<file path="src/inc/plt_consts.svh">
// Constants for the PHY-side link interface block
`ifndef PLT_CONSTS_SVH
`define PLT_CONSTS_SVH
// ==========================================
// Control line codes
`define PLT_CTL_IDLE 2'h0
`define PLT_CTL_STATUS 2'h1
`define PLT_CTL_RECEIVE 2'h2
`define PLT_CTL_GRANT 2'h3
// ==========================================
// Data line codes
`define PLT_DATA_ON 8'hFF
`define PLT_SPD_S100 8'h00
`define PLT_SPD_S200 8'h40
`define PLT_SPD_S400 8'h50
// ==========================================
// Speed selects
`define PLT_SPEED_S100 2'h0
`define PLT_SPEED_S200 2'h1
`define PLT_SPEED_S400 2'h2
// ==========================================
// Status frame layout and last cycle index of short and long status
`define PLT_FLAG_ARB_GAP 0
`define PLT_FLAG_SUB_GAP 1
`define PLT_FLAG_BUS_RESET 2
`define PLT_FLAG_INTERRUPT 3
`define PLT_STAT_SHORT_CYC 3'h1
`define PLT_STAT_LONG_CYC 3'h7
`endif

</file>
<file path="src/inc/plt_pkg.sv">
// Types for the PHY-side link interface block
package plt_pkg;
   typedef enum logic [2:0] {
      PLT_IDLE = 3'b000,
      PLT_STATUS = 3'b001,
      PLT_RX_ON = 3'b010,
      PLT_RX_SPEED = 3'b011,
      PLT_RX_DATA = 3'b100,
      PLT_GRANT = 3'b101,
      PLT_GRANT_IDLE = 3'b110,
      PLT_RELEASED = 3'b111
   } plt_state_e;
endpackage

</file>
<file path="src/logic/plt_link_if.sv">
// PHY end of the PHY-to-link parallel interface
`timescale 1ns/1ns
`include "plt_consts.svh"
// Notes on behaviour
// - Status bit 0 reports bus idle for arbitration reset gap.
// - Status bit 1 reports bus idle for subaction gap.
// - Status bit 2 reports entry into bus reset.
// - Status bit 3 reports a PHY interrupt event.
// - Long status: bits 4-7 register address, bits 8-15 register contents.
// - Status code on control lines, two status bits per clock on lowest lines.
// - Status lasts 2 cycles for flags, 8 cycles with register contents.
// - Status ends with idle or grant, or is cut short by receive.
// - At least one idle cycle between consecutive status transfers.
// - Grant may follow a completed status transfer with no idle.
// - Data-prefix starts receive with all ones on data lines.
// - Speed code stands exactly one cycle directly before packet data.
// - Receive held until last symbol, then at least one idle.
// - Speed code is never part of CRC or data protection.
// - Null packet: data-on cycles then idle, no speed code or data.
// - Every reception sends at least one data-on cycle first.
// - Own self-ID packet forwarded like any received packet.
// - Speed codes S100 00h, S200 40h, S400 50h, data-on FFh.
// - Reception may interrupt a status transfer directly.
// - Grant one clock, then idle one clock, then hand over.
// - Status code is 01b, started only from an idle interface.
// - Receive code is 10b; asserting it clears pending fair/priority requests.
// - Flags delivered when sent; register only after all eight bits.
module plt_link_if
   import plt_pkg::*;
(
   input wire logic clk_sys,
   input wire logic reset,
   input wire logic arb_gap_event,
   input wire logic sub_gap_event,
   input wire logic bus_reset_event,
   input wire logic phy_int_event,
   input wire logic reg_load,
   input wire logic [3:0] reg_addr,
   input wire logic [7:0] reg_data,
   input wire logic rx_prefix,
   input wire logic rx_valid,
   input wire logic [1:0] rx_speed,
   input wire logic [7:0] rx_symbol,
   input wire logic rx_end,
   input wire logic arb_won,
   input wire logic link_release,
   output logic [1:0] interface_control_lines,
   output logic [7:0] data_lines,
   output logic drive_enable,
   output logic request_clear
);
   plt_state_e state, next_state;
   logic [2:0] cyc, next_cyc;
   logic long_xfer, next_long_xfer;
   logic [15:0] frame, next_frame;
   logic idle_seen, next_idle_seen;
   logic [1:0] speed, next_speed;
   logic [1:0] next_ctl;
   logic [7:0] next_data;
   logic next_drive_enable;
   logic next_request_clear;
   logic flags_sent;
   logic reg_sent;
   logic [3:0] flags_pend;
   logic reg_pend;
   logic [11:0] reg_word;
   logic [7:0] lanes;
   logic [7:0] speed_code;
   logic [3:0] flag_set;
   // ==========================================
   // Event collection
   assign flag_set = {phy_int_event, bus_reset_event, sub_gap_event, arb_gap_event};
   plt_status_queue u_queue (
      .clk_sys(clk_sys),
      .reset(reset),
      .flag_set(flag_set),
      .reg_load(reg_load),
      .reg_addr(reg_addr),
      .reg_data(reg_data),
      .flags_sent(flags_sent),
      .reg_sent(reg_sent),
      .flags_pend(flags_pend),
      .reg_pend(reg_pend),
      .reg_word(reg_word)
   );
   // Speed code never enters the data path the CRC sees
   plt_rx_packer u_packer (
      .speed(speed),
      .symbol(rx_symbol),
      .lanes(lanes),
      .speed_code(speed_code)
   );
   // ==========================================
   // Interface sequencer
   always_comb begin
      next_state = state;
      next_cyc = cyc;
      next_long_xfer = long_xfer;
      next_frame = frame;
      next_idle_seen = 1'b0;
      next_speed = speed;
      next_ctl = `PLT_CTL_IDLE;
      next_data = 8'h00;
      next_drive_enable = 1'b1;
      next_request_clear = 1'b0;
      flags_sent = 1'b0;
      reg_sent = 1'b0;
      case (state)
         PLT_IDLE: begin
            next_idle_seen = 1'b1;
            if (rx_prefix) begin
               next_state = PLT_RX_ON;
               next_speed = rx_speed;
               next_ctl = `PLT_CTL_RECEIVE;
               next_data = `PLT_DATA_ON;
               next_request_clear = 1'b1;
            end else if (arb_won) begin
               next_state = PLT_GRANT_IDLE;
               next_ctl = `PLT_CTL_GRANT;
            end else if (idle_seen && (flags_pend != 4'h0 || reg_pend)) begin
               next_state = PLT_STATUS;
               next_cyc = 3'h0;
               next_long_xfer = reg_pend;
               next_frame = {reg_word[11:4], reg_word[3:0], flags_pend};
               next_ctl = `PLT_CTL_STATUS;
               next_data = {6'h00, flags_pend[1], flags_pend[0]};
               flags_sent = 1'b1;
            end
         end
         PLT_STATUS: begin
            if (rx_prefix) begin
               next_state = PLT_RX_ON;
               next_speed = rx_speed;
               next_ctl = `PLT_CTL_RECEIVE;
               next_data = `PLT_DATA_ON;
               next_request_clear = 1'b1;
            end else if (cyc == (long_xfer ? `PLT_STAT_LONG_CYC : `PLT_STAT_SHORT_CYC)) begin
               reg_sent = long_xfer;
               if (arb_won) begin
                  next_state = PLT_GRANT_IDLE;
                  next_ctl = `PLT_CTL_GRANT;
               end else begin
                  next_state = PLT_IDLE;
               end
            end else begin
               next_cyc = cyc + 3'h1;
               next_ctl = `PLT_CTL_STATUS;
               next_data = {6'h00, frame[{next_cyc, 1'b1}], frame[{next_cyc, 1'b0}]};
            end
         end
         PLT_RX_ON: begin
            next_ctl = `PLT_CTL_RECEIVE;
            next_data = `PLT_DATA_ON;
            if (rx_end) begin
               next_state = PLT_IDLE;
               next_ctl = `PLT_CTL_IDLE;
               next_data = 8'h00;
            end else if (rx_valid) begin
               next_state = PLT_RX_SPEED;
               next_data = speed_code;
            end
         end
         PLT_RX_SPEED, PLT_RX_DATA: begin
            // The symbol on rx_symbol in this cycle, not a stored copy of the one that triggered the speed code, is delivered next
            next_state = PLT_RX_DATA;
            next_ctl = `PLT_CTL_RECEIVE;
            next_data = lanes;
            if (rx_end) begin
               next_state = PLT_IDLE;
               next_ctl = `PLT_CTL_IDLE;
               next_data = 8'h00;
            end
         end
         PLT_GRANT_IDLE: begin
            next_state = PLT_RELEASED;
         end
         PLT_RELEASED: begin
            // Link owns the lines until it releases
            next_drive_enable = 1'b0;
            if (link_release) begin
               next_state = PLT_IDLE;
               next_drive_enable = 1'b1;
            end
         end
         default: begin
            next_state = PLT_IDLE;
         end
      endcase
   end
   always_ff @(posedge clk_sys or posedge reset) begin
      if (reset) begin
         state <= PLT_IDLE;
         cyc <= 3'h0;
         long_xfer <= 1'b0;
         frame <= 16'h0000;
         idle_seen <= 1'b0;
         speed <= `PLT_SPEED_S100;
         interface_control_lines <= `PLT_CTL_IDLE;
         data_lines <= 8'h00;
         drive_enable <= 1'b1;
         request_clear <= 1'b0;
      end else begin
         state <= next_state;
         cyc <= next_cyc;
         long_xfer <= next_long_xfer;
         frame <= next_frame;
         idle_seen <= next_idle_seen;
         speed <= next_speed;
         interface_control_lines <= next_ctl;
         data_lines <= next_data;
         drive_enable <= next_drive_enable;
         request_clear <= next_request_clear;
      end
   end
endmodule // plt_link_if

</file>
<file path="src/logic/plt_rx_packer.sv">
// Maps a received symbol onto the data lines for the packet speed
`timescale 1ns/1ns
`include "plt_consts.svh"
module plt_rx_packer
   import plt_pkg::*;
(
   input wire logic [1:0] speed,
   input wire logic [7:0] symbol,
   output logic [7:0] lanes,
   output logic [7:0] speed_code
);
   always_comb begin
      lanes = 8'h00;
      speed_code = `PLT_SPD_S100;
      case (speed)
         `PLT_SPEED_S200: begin
            lanes = {4'h0, symbol[3:0]};
            speed_code = `PLT_SPD_S200;
         end
         `PLT_SPEED_S400: begin
            lanes = symbol;
            speed_code = `PLT_SPD_S400;
         end
         default: begin
            lanes = {6'h00, symbol[1:0]};
            speed_code = `PLT_SPD_S100;
         end
      endcase
   end
endmodule // plt_rx_packer

</file>
<file path="src/logic/plt_status_queue.sv">
// Pending status flags and register contents awaiting transfer
`timescale 1ns/1ns
`include "plt_consts.svh"
module plt_status_queue
   import plt_pkg::*;
(
   input wire logic clk_sys,
   input wire logic reset,
   input wire logic [3:0] flag_set,
   input wire logic reg_load,
   input wire logic [3:0] reg_addr,
   input wire logic [7:0] reg_data,
   input wire logic flags_sent,
   input wire logic reg_sent,
   output logic [3:0] flags_pend,
   output logic reg_pend,
   output logic [11:0] reg_word
);
   logic [3:0] next_flags_pend;
   logic next_reg_pend;
   logic [11:0] next_reg_word;
   // ==========================================
   // Pending state
   always_comb begin
      // Set wins over clear so no flag event is lost
      next_flags_pend = (flags_sent ? 4'h0 : flags_pend) | flag_set;
      next_reg_pend = reg_pend;
      next_reg_word = reg_word;
      if (reg_sent) begin
         next_reg_pend = 1'b0;
      end
      if (reg_load && !(reg_pend && !reg_sent)) begin
         next_reg_pend = 1'b1;
         next_reg_word = {reg_data, reg_addr};
      end
   end
   always_ff @(posedge clk_sys or posedge reset) begin
      if (reset) begin
         flags_pend <= 4'h0;
         reg_pend <= 1'b0;
         reg_word <= 12'h000;
      end else begin
         flags_pend <= next_flags_pend;
         reg_pend <= next_reg_pend;
         reg_word <= next_reg_word;
      end
   end
endmodule // plt_status_queue
</file>
<file path="config.mk">
export PLATFORM = sky130hd
export DESIGN_NAME = plt_link_if
export DESIGN_NICKNAME = d
export VERILOG_FILES = /design/src/inc/plt_pkg.sv /design/src/logic/plt_link_if.sv /design/src/logic/plt_rx_packer.sv /design/src/logic/plt_status_queue.sv
export VERILOG_INCLUDE_DIRS = /design/src /design/src/inc
export SDC_FILE = /design/constraint.sdc
export NUM_CORES = 1
export LEC_CHECK = 0
export BUFFER_PORTS_ARGS = -buffer_cell sky130_fd_sc_hd__buf_2
export CORE_UTILIZATION = 50
export CTS_CLUSTER_DIAMETER = 30
export DETAILED_ROUTE_END_ITERATION = 7
export GPL_TIMING_DRIVEN = 0
export PLACE_DENSITY = 0.72
export SYNTH_ARGS = -nofsm -noshare
export SYNTH_HDL_FRONTEND = slang
export SYNTH_HIERARCHICAL = 1
export SYNTH_SLANG_ARGS = --single-unit
</file>
<file path="constraint.sdc">
create_clock -name clk_sys -period 2.4 [get_ports clk_sys]
set_clock_uncertainty 0.05 [all_clocks]
set_input_delay 0.24 -clock clk_sys [delete_from_list [all_inputs] [get_ports clk_sys]]
set_output_delay 0.24 -clock clk_sys [all_outputs]
set_load 0.01 [all_outputs]
</file>
======== Word level (Yosys, flattened, before mapping) ========
Index checks and enable logic that the tools add are counted.
storage, ports and cells
  bits in registers ....................... 55
  word-level logic and storage cells ...... 110
cells by class
  $add $sub $neg .......................... 1
  mux-type cells .......................... 56
  eq/ne operators ......................... 18
  reductions and logical operators ........ 17
  $lt $le $gt $ge ......................... 2
  bitwise operators ....................... 3
operator list
  operator              count
  $mux W3               16
  $mux W8               5
  $pmux W8 S4           1
  $mux W2               9
  $pmux W3 S6           1
  $mux W1               17
  $pmux W8 S2           1
  $pmux W7 S2           1
  $ne A2 B2 Y1 const B  6
  $lt A4 B5 Y1 const B  2
  $eq A3 B3 Y1 const B  3
  $reduce_and A4 Y1     2
  $bmux W1 S3           2
  $eq A3 B2 Y1 const B  2
  $ne A3 B3 Y1 const B  2
  $pmux W2 S3           1
  $pmux W3 S2           1
  $reduce_and A6 Y1     1
  $mux W4               1
  $ne A4 B4 Y1 const B  1
  $or A4 B4 Y4          1
  $reduce_bool A2 Y1    2
  $reduce_bool A4 Y1    1
  $reduce_or A2 Y1      2
  12 further kinds      16

======== Logic depth before layout (Yosys ltp) ========
  depth in word-level cells ............... 10
  mapped depth ............................ 8
  mapped depth without buffers ............ 6

======== Hierarchy ========
Netlist, hierarchy kept.
by module, submodules not included
  module            seq. area each (um2)  area each (um2)  cells each  times used
  plt_link_if       952.2                 1904.3           152         1
  plt_status_queue  425.4                 688.2            39          1
  plt_rx_packer     0.0                   161.4            22          1

======== Worst setup path after synthesis ========
OpenSTA, ideal clock, no wires.
  path kind ............................... flip-flop to flip-flop
  start point ............................. register state[1]
  end point ............................... register frame[0]
  setup time .............................. 0.125 ns
  cell stages (with the launch flop) ...... 6
  data arrival time ....................... 1.743 ns
  buffers on the path ..................... 2
  path slack .............................. 0.482 ns
  cell sequence ........................... dfrtp_1 buf_6 or3_4 a2111oi_4 buf_6 mux2_2
between the ends
  word-level cells in the longest chain between the ends .. 2
RTL lines
  what                         RTL line            text
  start, declared              plt_link_if.sv:52   plt_state_e state, next_state;
  start signal, assigned       plt_link_if.sv:203  state <= next_state;
  $logic_not A3 Y1             plt_link_if.sv:108  case (state)
  $reduce_and A4 Y1 (no line)  --
  end signal, assigned         plt_link_if.sv:206  frame <= next_frame;
  end, declared                plt_link_if.sv:55   logic [15:0] frame, next_frame;
No other way between the ends.
A chain may end at the register's enable or synchronous reset.

======== Final worst setup path ========
  start point ............................. register state[1]
  end point ............................... register frame[5]
The elaborated chain is that of the path after synthesis.

==> results.txt <==
In this run the power density over the cells is 977.1 mW/mm^2. The maximum fanout along the worst path was 10. The tools report the cell leakage power as 1.479 nW. The cell sitting at the root of the clock tree is a sky130_fd_sc_hd__clkbuf_8. The share of layout cells above drive strength 1 is 0.4222. STA classifies the critical path endpoint as a register.

The run gives 55 as the number of sinks on the clock net. The overall power is 0.003098 W. The tools report the via count of the first global-routing pass as 1809. The tools report the H-tree depth as 2.

Global routing finished with a remaining overflow of 0. In this run, synthesis produced a sequential element count of 55. The mapped netlist covers 0.002754 sq mm. Total of max-cap violations: 0.

The cell count after synthesis came out at 213. Number of failing hold endpoints at the final stage: 0. The tools report the smallest hold slack as 0.06074 ns. The count of synthesis-stage warnings from yosys is 6, and the height of the chip is 76.22 microns. The register area share after synthesis was 0.5002; the number of buffers between clock root and the deepest sink was 2. In the final design database the tool counted 307 nets.

The detailed router finished its first iteration with 56 violations. The run gives 0.4793 as the worst relative slew slack. TritonCTS built the clock tree. The final-report max-slew violation count came out at 0. The worst hold path passes through 2 cells.

The count of nets left with antenna violations once routing finished came out at 0. The first global-routing pass estimated 8.562 mm of wire. The worst reg-to-reg path cell count is 5, and the async set-reset flop share out of synthesis is 1.000.

For the overall fraction of global-route tracks in use, the log shows 0.1850. Total wire length: 4.767 mm. The clock transition at the register clock pins on the worst setup and hold paths after CTS came out at 0.09 ns. Across the VDD grid, the largest voltage drop is 0.5294 mV.

The layout overhead on the synthesized area was 15.13%; the arrival time at the worst endpoint was 2.19 ns. The worst path in the final design needs a cycle of 2.052 ns, including I/O delays and setup. The sort of element at the start of the critical path was a register. Among all flip-flop cells after synthesis, the most frequent one is sky130_fd_sc_hd__dfrtp_1.

The flow ran to the end, and the final reports show no timing, DRC or antenna violations. In this run the horizontal extent of the chip is 76.22 microns. After synthesis, the netlist uses 50 different library cells. The worst min-delay path category is in -> reg. The tools report the total number of placement rows as 26.

The post-route clock period utilization was 0.8552; the half-perimeter wire length of the detailed placement result was 3.544 mm. The mean post-synth cell area was 12.93 sq um; the maximum operating frequency was 0.4872 GHz. The critical path in this run is classified as reg -> reg. Total via count in the routed design: 1769. The first-pass iteration count of the detailed router came out at 4. After detailed routing, the average wire length per cell comes to 14.02 microns.

The detail-routed via count per cell works out to 5.203. The weighted congestion at the end of routability-driven global placement is 0.7967, and the area of the core is 0.005205 sq mm. The tools report the initial core utilization as 0.5291.

The number of antenna violations at the first check in global routing is 0. The number of enable-type register cells in the synthesized netlist was 0; the number of antenna diodes was 0. After detailed routing, the number of remaining DRC violations is 0. For the pin with the worst max-slew slack, the measured transition is 0.7800 ns. The number of filler cells placed in the layout is 459. During placement, the flow inserted port buffers numbering 43.

46 I/O pins were placed. Full die area: 0.005809 sq mm. For the worst setup path, the data required time is 2.54 ns.

TritonCTS created 5 clock buffers. Setup violations remaining at the end of the flow were counted as 0. Entering global routing, the biggest net connects 39 pins. Setup total negative slack on the finished layout was measured at 0 ns. Setup repair after global routing left no endpoint under its margin. The clock reaches the later pin of the worst-skew pair after 0.30 ns.
-- critical path, stage by stage, from the launching register on --
cell	delay (ns)
sky130_fd_sc_hd__dfrtp_1	0.38
sky130_fd_sc_hd__buf_6	0.13
sky130_fd_sc_hd__or3_4	0.41
sky130_fd_sc_hd__a2111oi_4	0.41
sky130_fd_sc_hd__buf_6	0.21
sky130_fd_sc_hd__mux2_2	0.34
-- power breakdown --
part,internal (W),switching [W]
logic,0.000643,0.000574
clock network,0.000205,0.000291
registers,0.00123,0.000159
total,0.00207,0.00102
-- synthesized netlist by cell type (5+ instances only) --
master | count | area, sq um
sky130_fd_sc_hd__o21ai_0 | 6 | 30.03
sky130_fd_sc_hd__inv_1 | 9 | 33.78
sky130_fd_sc_hd__mux2_4 | 10 | 150.1
sky130_fd_sc_hd__a221o_1 | 6 | 60.06
sky130_fd_sc_hd__dfrtp_1 | 54 | 1351
sky130_fd_sc_hd__nand2b_1 | 10 | 62.56
sky130_fd_sc_hd__a21oi_1 | 6 | 30.03
sky130_fd_sc_hd__nor2_1 | 7 | 26.28
sky130_fd_sc_hd__a21o_1 | 5 | 37.54
sky130_fd_sc_hd__buf_4 | 8 | 60.06
sky130_fd_sc_hd__mux2_2 | 21 | 236.5
-- layout by cell type, fill, tap and decap left out, drive strengths merged, types with 2 or more instances in the layout --
cell / count
a221oi: 2
clkbuf: 10
mux4: 4
a21oi: 7
nor3: 3
nor2: 7
ha: 4
o21ai: 6
and2: 5
nor3b: 3
mux2: 32
dfrtp: 54
nand2: 2
buf: 56
nand3b: 4
or3b: 2
conb: 6
inv: 9
or4: 2
a21o: 5
nand4: 4
a221o: 6
mux2i: 3
nand3: 4
nor4: 2
nand2b: 11
-- final timing paths --
kind	startpoint	to	slack [ns]
worst max-delay path	state[1]$_DFFE_PP0P_	frame[5]$_DFFE_PP0P_	0.35
worst min-delay path	sub_gap_event	u_queue/flags_pend[1]$_DFF_PP0_	0.06
worst max register to register	state[1]$_DFFE_PP0P_	frame[5]$_DFFE_PP0P_	0.35
worst min register to register	frame[6]$_DFFE_PP0P_	frame[6]$_DFFE_PP0P_	0.46
max in group asynchronous	reset	state[0]$_DFFE_PP0P_	1.23
min in group asynchronous	reset	u_queue/reg_word[5]$_DFFE_PP0P_	0.53
-- flip-flops by register name, summed over array words and instances, names as in the netlist --
| name | cells |
|---|---|
| frame | 16 |
| u_queue/reg_word | 12 |
| data_lines | 8 |
| u_queue/flags_pend | 4 |
| cyc | 3 |
| state | 3 |
| interface_control_lines | 2 |
| speed | 2 |
| drive_enable | 1 |
| idle_seen | 1 |
| long_xfer | 1 |
| request_clear | 1 |
| u_queue/reg_pend | 1 |
-- layer usage --
| metal | vias up | track usage | wire [microns] |
|---|---|---|---|
| met5 | - | 0 | 0 |
| met4 | 0 | 0.04038 | 27 |
| met3 | 4 | 0.03713 | 187 |
| met2 | 42 | 0.3063 | 2395 |
| met1 | 855 | 0.2518 | 2156 |
| li1 | 868 | - | - |
-- per-stage QoR --
| step | instance area (sq um) | setup slack (ns) | cells | util |
|---|---|---|---|---|
| after floorplan | 2773 | 0.4821 | 218 | - |
| after global placement | 3075 | 0.3748 | 331 | 0.5909 |
| after detailed placement | 3075 | 0.3425 | 331 | 0.5909 |
| after CTS | 3171 | 0.3407 | 340 | 0.6091 |
| after global routing | 3171 | 0.2392 | 340 | 0.6091 |
| final | 3171 | 0.3476 | 340 | 0.6091 |
-- repair_timing --
action                                 in CTS  in global routing
resized for setup                           0                  0
hold buffers                                1                  0
setup buffers                               0                  0
endpoints found under the hold margin      16                  0
-- cell families after synthesis --
logic type,synth area share
XOR/XNOR,0.003181
AO/OA/AOI/OAI,0.08815
adder cells (fa/ha/maj),0.01817
other,0.001362
flip-flops,0.5002
AND/OR/NAND/NOR,0.1399
multiplexers,0.1881
buffers and inverters,0.06088
-- final cells by class --
class	instances	area, sq um	area share
clock buffer	6	72.57	0.02289
clock inverter	2	12.51	0.003946
timing repair buffer	44	225.2	0.07103
tap	70	87.58	0.02762
sequential	55	1378	0.4345
multi-input combinational	137	1227	0.3871
inverter	9	33.78	0.01066
buffer	17	133.9	0.04223
No activity file was read; power rests on OpenSTA's default activity.
